==> config.mk <==
export PLATFORM = sky130hd
export DESIGN_NAME = cbu_branch_unit
export DESIGN_NICKNAME = d
export VERILOG_FILES = /design/src/hw/cbu_pkg.sv /design/src/hw/cbu_target_calc.sv /design/src/hw/cbu_branch_unit.sv
export SDC_FILE = /design/constraint.sdc
export NUM_CORES = 1
export LEC_CHECK = 0
export BUFFER_PORTS_ARGS = -buffer_cell sky130_fd_sc_hd__buf_2
export CORE_ASPECT_RATIO = 0.75
export CORE_MARGIN = 3
export CORE_UTILIZATION = 40
export CTS_CLUSTER_DIAMETER = 50
export DETAILED_ROUTE_END_ITERATION = 12
export GPL_TIMING_DRIVEN = 1
export PLACE_DENSITY = 0.65
export SYNTH_ARGS = -nofsm -noshare
export SYNTH_HDL_FRONTEND = slang
export SYNTH_SLANG_ARGS = --single-unit
==> constraint.sdc <==
create_clock -name ref_clk -period 3.2 [get_ports ref_clk]
set_input_delay 0 -clock ref_clk [delete_from_list [all_inputs] [get_ports ref_clk]]
set_output_delay 0 -clock ref_clk [all_outputs]
set_load 0.005 [all_outputs]
==> src/hw/cbu_pkg.sv <==
// Purpose: Shared constants and types of the conditional branch unit
// Assumes: 32-bit registers and addresses, one clock, synchronous reset
// Notes:   Every width, step and limit used by the unit is named here
package cbu_pkg;

    // ------------------------------------------------------------------
    // Widths and field positions
    // ------------------------------------------------------------------
    localparam int unsigned CBU_XLEN     = 32;
    localparam int unsigned CBU_IMM_W    = 16;
    localparam int unsigned CBU_SHIFT    = 2;
    localparam int unsigned CBU_OFS_W    = CBU_IMM_W + CBU_SHIFT;
    localparam int unsigned CBU_REG_W    = 5;
    localparam int unsigned CBU_SIGN_BIT = CBU_XLEN - 1;

    // ------------------------------------------------------------------
    // Address steps, register numbers and reach
    // ------------------------------------------------------------------
    localparam logic [CBU_XLEN-1:0]  CBU_SLOT_STEP = 32'h0000_0004;
    localparam logic [CBU_XLEN-1:0]  CBU_LINK_STEP = 32'h0000_0008;
    localparam logic [CBU_REG_W-1:0] CBU_LINK_REG  = 5'h1f;
    localparam logic [CBU_REG_W-1:0] CBU_ZERO_REG  = 5'h00;
    localparam logic [CBU_XLEN-1:0]  CBU_REACH_MAX = 32'h0001_fffc;
    localparam logic [CBU_XLEN-1:0]  CBU_REACH_MIN = 32'hfffe_0000;
    localparam logic [CBU_XLEN-1:0]  CBU_ZERO_WORD = 32'h0000_0000;

    // Branch kinds handed over by the decoder
    typedef enum logic [2:0] {
        CBU_OP_NONE,
        CBU_OP_BRANCH_EQUAL_LIKELY,
        CBU_OP_BRANCH_NONNEGATIVE,
        CBU_OP_BRANCH_NONNEGATIVE_LIKELY,
        CBU_OP_BRANCH_NONNEGATIVE_CALL,
        CBU_OP_BRANCH_NONNEGATIVE_CALL_LIKELY
    } cbu_op_t;

    // Phase of the unit around a branch
    typedef enum logic {
        CBU_PH_IDLE,
        CBU_PH_SLOT
    } cbu_phase_t;

    // Branch presented by the decoder with its operands read
    typedef struct packed {
        logic                 valid;
        cbu_op_t              op;
        logic [CBU_XLEN-1:0]  pc;
        logic [CBU_IMM_W-1:0] imm;
        logic [CBU_REG_W-1:0] first_source_register;
        logic [CBU_XLEN-1:0]  rs_val;
        logic [CBU_XLEN-1:0]  rt_val;
    } cbu_req_t;

    // Outcome shown during the delay-slot cycle
    typedef struct packed {
        logic                 redirect_valid;
        logic [CBU_XLEN-1:0]  redirect_pc;
        logic                 nullify_slot;
        logic                 link_we;
        logic [CBU_REG_W-1:0] link_idx;
        logic [CBU_XLEN-1:0]  link_data;
    } cbu_resp_t;

    // Whole registered state of the unit
    typedef struct packed {
        cbu_phase_t phase;
        cbu_resp_t  resp;
    } cbu_state_t;

endpackage

==> src/hw/cbu_target_calc.sv <==
// Purpose: Address arithmetic for one branch
// Assumes: pc is the address of the branch word itself
// Notes:   Purely combinational, no state
`timescale 1ns/1ps
`default_nettype none

module cbu_target_calc (
    input  wire logic [cbu_pkg::CBU_XLEN-1:0]  pc,
    input  wire logic [cbu_pkg::CBU_IMM_W-1:0] imm,
    output logic      [cbu_pkg::CBU_XLEN-1:0]  slot_pc,
    output logic      [cbu_pkg::CBU_XLEN-1:0]  target_pc,
    output logic      [cbu_pkg::CBU_XLEN-1:0]  link_pc
);

    logic [cbu_pkg::CBU_XLEN-1:0] offset;

    // Offset is the immediate times four, sign-extended
    assign offset = {{(cbu_pkg::CBU_XLEN - cbu_pkg::CBU_OFS_W)
                       {imm[cbu_pkg::CBU_IMM_W-1]}},
                     imm, {cbu_pkg::CBU_SHIFT{1'b0}}};

    // Target is relative to the delay-slot word
    assign slot_pc   = pc + cbu_pkg::CBU_SLOT_STEP;
    assign target_pc = slot_pc + offset;

    // Return address skips branch and delay slot
    assign link_pc   = pc + cbu_pkg::CBU_LINK_STEP;

endmodule

`default_nettype wire

==> src/hw/cbu_branch_unit.sv <==
// Purpose: Resolves conditional branches and steers fetch after the slot
// Assumes: Decoder presents one branch with operands; next word is its slot
// Notes:   Outcome appears one cycle after acceptance, for one cycle
`timescale 1ns/1ps
`default_nettype none

module cbu_branch_unit (
    input  wire logic              ref_clk,
    input  wire logic              sys_rst,
    input  wire cbu_pkg::cbu_req_t req,
    output logic                   req_ready,
    output cbu_pkg::cbu_resp_t     resp
);

    // ------------------------------------------------------------------
    // Address arithmetic
    // ------------------------------------------------------------------
    logic [cbu_pkg::CBU_XLEN-1:0] slot_pc;
    logic [cbu_pkg::CBU_XLEN-1:0] target_pc;
    logic [cbu_pkg::CBU_XLEN-1:0] link_pc;

    cbu_target_calc u_calc (
        .pc        (req.pc),
        .imm       (req.imm),
        .slot_pc   (slot_pc),
        .target_pc (target_pc),
        .link_pc   (link_pc)
    );

    // ------------------------------------------------------------------
    // Condition evaluation
    // ------------------------------------------------------------------
    cbu_pkg::cbu_state_t state_q;
    cbu_pkg::cbu_state_t state_d;
    logic                accept;
    logic                is_likely;
    logic                is_call;
    logic                cond;

    // A branch is only taken while no slot is pending
    assign req_ready = (state_q.phase == cbu_pkg::CBU_PH_IDLE);
    assign accept    = req.valid && req_ready
                       && (req.op != cbu_pkg::CBU_OP_NONE);

    // Kind decoding
    assign is_likely =
        (req.op == cbu_pkg::CBU_OP_BRANCH_EQUAL_LIKELY)
        || (req.op == cbu_pkg::CBU_OP_BRANCH_NONNEGATIVE_LIKELY)
        || (req.op == cbu_pkg::CBU_OP_BRANCH_NONNEGATIVE_CALL_LIKELY);
    assign is_call =
        (req.op == cbu_pkg::CBU_OP_BRANCH_NONNEGATIVE_CALL)
        || (req.op == cbu_pkg::CBU_OP_BRANCH_NONNEGATIVE_CALL_LIKELY);

    // Condition per kind
    always_comb begin
        cond = 1'b0;
        case (req.op)
            cbu_pkg::CBU_OP_BRANCH_EQUAL_LIKELY: begin
                cond = (req.rs_val == req.rt_val);
            end
            cbu_pkg::CBU_OP_BRANCH_NONNEGATIVE,
            cbu_pkg::CBU_OP_BRANCH_NONNEGATIVE_LIKELY: begin
                cond = !req.rs_val[cbu_pkg::CBU_SIGN_BIT];
            end
            cbu_pkg::CBU_OP_BRANCH_NONNEGATIVE_CALL,
            cbu_pkg::CBU_OP_BRANCH_NONNEGATIVE_CALL_LIKELY: begin
                // Zero register makes a plain relative call
                cond = (req.first_source_register == cbu_pkg::CBU_ZERO_REG)
                       || !req.rs_val[cbu_pkg::CBU_SIGN_BIT];
            end
            default: begin
                cond = 1'b0;
            end
        endcase
    end

    // ------------------------------------------------------------------
    // Next state
    // ------------------------------------------------------------------
    // Outcome is registered so it acts in the slot cycle
    always_comb begin
        state_d                     = state_q;
        state_d.phase               = cbu_pkg::CBU_PH_IDLE;
        state_d.resp.redirect_valid = 1'b0;
        state_d.resp.nullify_slot   = 1'b0;
        state_d.resp.link_we        = 1'b0;
        case (state_q.phase)
            cbu_pkg::CBU_PH_IDLE: begin
                if (accept) begin
                    state_d.phase               = cbu_pkg::CBU_PH_SLOT;
                    state_d.resp.redirect_valid = cond;
                    state_d.resp.redirect_pc    = target_pc;
                    state_d.resp.nullify_slot   = is_likely
                                                  && !cond;
                    state_d.resp.link_we        = is_call;
                    state_d.resp.link_idx       = cbu_pkg::CBU_LINK_REG;
                    state_d.resp.link_data      = link_pc;
                end
            end
            cbu_pkg::CBU_PH_SLOT: begin
                state_d.phase = cbu_pkg::CBU_PH_IDLE; // Slot consumed
            end
            default: begin
                state_d.phase = cbu_pkg::CBU_PH_IDLE;
            end
        endcase
    end

    // State register
    always_ff @(posedge ref_clk) begin
        if (sys_rst) begin
            state_q.phase               <= cbu_pkg::CBU_PH_IDLE;
            state_q.resp.redirect_valid <= 1'b0;
            state_q.resp.redirect_pc    <= cbu_pkg::CBU_ZERO_WORD;
            state_q.resp.nullify_slot   <= 1'b0;
            state_q.resp.link_we        <= 1'b0;
            state_q.resp.link_idx       <= cbu_pkg::CBU_LINK_REG;
            state_q.resp.link_data      <= cbu_pkg::CBU_ZERO_WORD;
        end else begin
            state_q <= state_d;
        end
    end

    assign resp = state_q.resp;
endmodule

`default_nettype wire

; ---- Word level (Yosys, flattened, before mapping)
; Index checks and enable logic that the tools add are counted.
[word_totals]
regBits = 68
input_bits = 123
output_inout_bits = 73
elab_cells = 35
[op_classes]
add_sub_neg = 3
eq_ne = 6
mux = 3
bitwise_logic = 2
reduce_logical = 15
[ops]
columns = cell, count
row1 = two-way mux 73 bit, 1
row2 = adder 32 x 3 -> 32 bit (second input constant), 1
row3 = adder 32 bit, 1
row4 = adder 32 x 4 -> 32 bit (second input constant), 1
row5 = == test 32 bit, 1
row6 = == test 3 x 2 -> 1 bit (second input constant), 2
row7 = == test 3 bit (second input constant), 2
row8 = logical NOT 5 bit, 1
row9 = logical OR 1 bit, 4
row10 = OR reduction 2 bit, 2
row11 = == test 3 x 1 -> 1 bit (second input constant), 1
row12 = logical AND 1 bit, 3
row13 = one-hot mux 1 bit (3 select lines), 1
row14 = nonzero test 3 bit, 1
row15 = OR reduction 3 bit, 1
row16 = logical NOT 1 bit, 2
row17 = inverter 1 bit, 2
row18 = one-hot mux 1 bit (2 select lines), 1
row19 = AND reduction 2 bit, 1

; ---- Depth between registers and ports, before layout
[logic_depth]
depth_word = 7
mapped_depth = 15
ltp_nobuf = 15

; ---- By module
; A second synthesis with hierarchy kept.
[unflattened]
cells_unflattened = 807
hier_area_um2 = 6043.3
[by_module_without_submodules]
columns = mod, instances, cells_each, area_per_inst_um2
row1 = cbu_branch_unit, 1, 418, 3325.7
row2 = cbu_target_calc, 1, 389, 2717.6

; ---- Least setup slack after synthesis
; No wires, ideal clock.
[synth_path]
path_kind = input -> register
from = input req[70] (netlist name)
to = register, netlist name resp[68]
setup_ns = 0.117
arrival_time_ns = 2.305
path_slack_ns = 0.778
cell_stages = 13
path_cell_list = ha_1 -> ha_1 -> inv_1 -> fa_1 -> nor2b_1 -> o2111ai_1 -> nand3_1 -> a41oi_2 -> a211oi_1 -> nor3_2 -> a21oi_1 -> o21ai_0 -> a32o_1
[synth_via]
elab_chain_cells = 1
[synth_lines]
columns = item, line_no
row1 = "start, declared", cbu_branch_unit.sv:10  ; input wire cbu_pkg::cbu_req_t req,
row2 = adder 32 bit, cbu_target_calc.sv:24  ; assign target_pc = slot_pc + offset;
; Every way passes these cells.
; A chain may end at the register's enable or synchronous reset.

; ---- Worst setup path in the final report
[layout_path]
from = input req[88] (netlist name)
to = register, netlist name resp[68]
[layout_via]
elab_chain_cells = 2
[layout_lines]
columns = item, line_no
row1 = adder 32 x 3 -> 32 bit, cbu_target_calc.sv:23  ; assign slot_pc = pc + cbu_pkg::CBU_SLOT_STEP;
row2 = adder 32 bit, cbu_target_calc.sv:24
; Every way passes these cells.

==> results.ini <==
[logic_synthesis]
yosysMostFrequentCell = sky130_fd_sc_hd__buf_4
synth.lib_cells_used.distinct = 60
netlist_top_cells_area = sky130_fd_sc_hd__dfxtp_1, sky130_fd_sc_hd__ha_1, sky130_fd_sc_hd__buf_4
netlist_top_cells_count = sky130_fd_sc_hd__buf_4, sky130_fd_sc_hd__nand2_1, sky130_fd_sc_hd__dfxtp_1
synth-seq-area-share_pct = 24.5
synth.ff_latch_count = 66
mappedNetlistArea_mm2 = 0.00540
synth_top_area_share_pct = 24.5
postSynth.asyncResetShare_pct = 0
syn_inst = 656
mean_syn_cell_area_um2 = 8.23
synth_top_cell_by_area = sky130_fd_sc_hd__dfxtp_1
ys.warnings.count = 0
synth_flop_cell = sky130_fd_sc_hd__dfxtp_1
synth-edff-count = 0

[power_and_ir_drop]
total_power_uw = 2860
p_leak_uw = 0.00306
vdd_ir_drop_max_mv = 0.257
pwr_density_cell_mw_per_mm2 = 445

[finish]
post-route-cell-area_mm2 = 0.00642
multi_input_logic_area_mm2 = 0.00344
final_cells = 955
area.growth.synth_to_final_pct = 19.0
filler_cell_count = 1331
share_of_cells_above_drive_strength_1_pct = 29.0
final-seq-area_mm2 = 0.00132
nNetsFinal = 962

[worst_setup_path]
worst-path-max-fanout = 4
worst_setup_path_startpoint = req[88]
cpMostUsedCell = sky130_fd_sc_hd__ha_1
critical_path.startpoint_type = input port
rrSetupSlack_ns = 1.45
worstSetupPathType = in -> reg
critPathRequiredTime_ns = 3.42
critPathCapture = resp[68]$_SDFFE_PP0P_
path_cells = dlygate4sd3_1 > buf_2 > ha_1 > ha_1 > inv_1 > fa_1 > nor2b_2 > o2111ai_1 > nand3_1 > a41oi_2 > a211oi_2 > nor3_2 > a21oi_1 > or3_1 > a32o_1
cp-end-kind = register
cp_max_stage_cell = sky130_fd_sc_hd__dlygate4sd3_1
timing.critical_path.slowest_cell_delay_ns = 0.53
worst_path_dominant_cell_family = compound AO/OA/AOI/OAI gates
cp.arrival_ns = 3.21
critPathBufInv = 3
crit-reg2reg-launch = state_q[72]$_SDFF_PP0_
worst-path-stages = 15
ff2ff_path_depth = 5
r2r-end = resp[68]$_SDFFE_PP0P_

[min_path]
min_path_type = in -> reg

[die]
die_h_um = 107
io_pins = 196
effective_utilization_at_floorplan_pct = 41.2
floorplan.rows = 36
die-width_um = 140
area_of_the_die_mm2 = 0.0149
placeableCoreArea_mm2 = 0.0131

[sta]
final.min_clock_period_ns = 2.99
slew_violations = 0
finalCritPeriodShare_pct = 93.4
transition_time_of_the_tightest_slew_check_pin_ns = 0.705
fin_worst_skew_ns = 0.00430
fmax_mhz = 335
setup_ws_final_ns = 0.211
number_of_endpoints_with_negative_hold_slack_in_the_final_report = 0
worst_slew_margin_rel_pct = 52.9
setup-violations-final = 0

[clock_network]
postCtsSetupRepairBufs = 0
inserted_clock_buffers = 9
clock-sinks = 66
clock_tree_from_tritoncts = built
clock_tree.buffer_depth = 2
cts_root_cell = sky130_fd_sc_hd__clkbuf_16
cts.reportedPaths.clkPinSlew_ns = 0.05
h-tree-depth = 3
worstSkewPairLatency_ns = 0.33

[global_routing]
number_of_global_route_vias_before_repair = 4486
grt_max_degree = 67
grt-ovfl-total = 0
antenna_found_initial = 1
grt_first_pass_wirelength_mm = 22.7
total_track_usage_pct = 18.5

[detailed_routing]
drt_iter0_drc = 301
route.vias.total = 4721
route.detailed.drc = 0
via_per_inst = 4.94
routed_wl_mm = 14.0
drt_first_pass_iters = 5
drtAntennaViolNets = 0
wire_per_inst_um = 14.6

[placed_design]
placed_cells_incl_taps = 931
routabilityCongestion = 0.890
detailedPlace.worstSlack_ns = 0.341
io_buffer_count = 190
dp_hpwl_mm = 11.3
placed_cell_area_mm2 = 0.00602

[outcome]
run_status = complete, no violations

[job]
maxCapViolations = 0

[cell usage in the layout (no fill, tap or decap), types with 11 or more instances in the layout]
| master | n |
|---|---|
| sky130_fd_sc_hd__nand4_1 | 18 |
| sky130_fd_sc_hd__ha_1 | 60 |
| sky130_fd_sc_hd__xor2_1 | 48 |
| sky130_fd_sc_hd__inv_1 | 15 |
| sky130_fd_sc_hd__dfxtp_1 | 66 |
| sky130_fd_sc_hd__nand2_1 | 69 |
| sky130_fd_sc_hd__xnor2_1 | 30 |
| sky130_fd_sc_hd__nand3_1 | 11 |
| sky130_fd_sc_hd__buf_2 | 190 |
| sky130_fd_sc_hd__a21o_1 | 13 |
| sky130_fd_sc_hd__a211oi_1 | 29 |
| sky130_fd_sc_hd__nor2_1 | 50 |
| sky130_fd_sc_hd__a21oi_1 | 42 |
| sky130_fd_sc_hd__o21ai_0 | 12 |
[flip-flops by register name, indices dropped and copies added (netlist names)]
signal / flops
state_q: 1
resp: 65
[stage by stage]
step,setup TNS (ns),hold WS (ns),util [%]
after floorplan,0,0.0956,-
after global placement,0,0.238,45.9
after detailed placement,0,0.247,45.9
after CTS,0,0.00709,48.9
after global routing,-0.000980,0.0415,49.0
final,0,0.0172,49.0
[logic make-up after synthesis]
logic type | synth area share (%)
simple gates | 17.5
compound gates | 18.3
buf+inv | 12.7
xor+xnor | 12.7
flops | 24.5
fa+ha+maj | 14.3
other cells | 0.0695
[layer usage]
layer	vias to the layer above	part of all wire, %	wire length, µm	track usage, %
met4	0	0.58	81	3.53
met3	4	5.9	818	4.99
met5	-	0	0	0
li1	2495	-	-	-
met1	2121	52	7220	28.1
met2	101	42	5850	26.1
[where the power goes]
group | total, µW | leakage (µW) | internal (µW) | switching [µW]
registers | 939 | 0.000544 | 901 | 38.3
logic | 864 | 0.00237 | 393 | 470
clock network | 1050 | 0.000151 | 680 | 373
total | 2860 | 0.00306 | 1970 | 882
[worst min-delay path by stage]
stage	startpoint	endpoint	slack, ns	cells after the start
6_report	req[107]	resp[22]$_SDFFE_PP0P_	0.02	3
5_1_grt	req[107]	resp[22]$_SDFFE_PP0P_	0.04	3
4_1_cts	req[107]	resp[22]$_SDFFE_PP0P_	0.007	3
3_5_place_dp	req[88]	resp[3]$_SDFFE_PP0P_	0.25	2
3_3_place_gp	req[88]	resp[3]$_SDFFE_PP0P_	0.24	2
2_1_floorplan	req[88]	resp[3]$_SDFFE_PP0P_	0.1	1
[worst register-to-register path: cells and delay by family, from the launching register on]
family,cells,cell delay (ns)
AO/OA/AOI/OAI,2,0.79
buffers and inverters,2,0.46
flip-flops,1,0.30
AND/OR/NAND/NOR,1,0.11
[what timing repair did]
| item | CTS | global route |
|---|---|---|
| hold endpoints to repair | 7 | 0 |
| hold buffers | 7 | 0 |
| gates resized for setup | 0 | 3 |
| endpoints found under the setup margin | 0 | 2 |
[final cells by class]
cell class / instances / area share (%)
antenna: 1 / 0.0390
clock buffer: 9 / 3.51
clock inverter: 7 / 1.46
multi-input combinational: 484 / 53.5
timing repair buffer: 202 / 16.7
sequential: 66 / 20.6
inverter: 15 / 0.877
tap: 171 / 3.33
No activity file was read; power rests on OpenSTA's default activity.
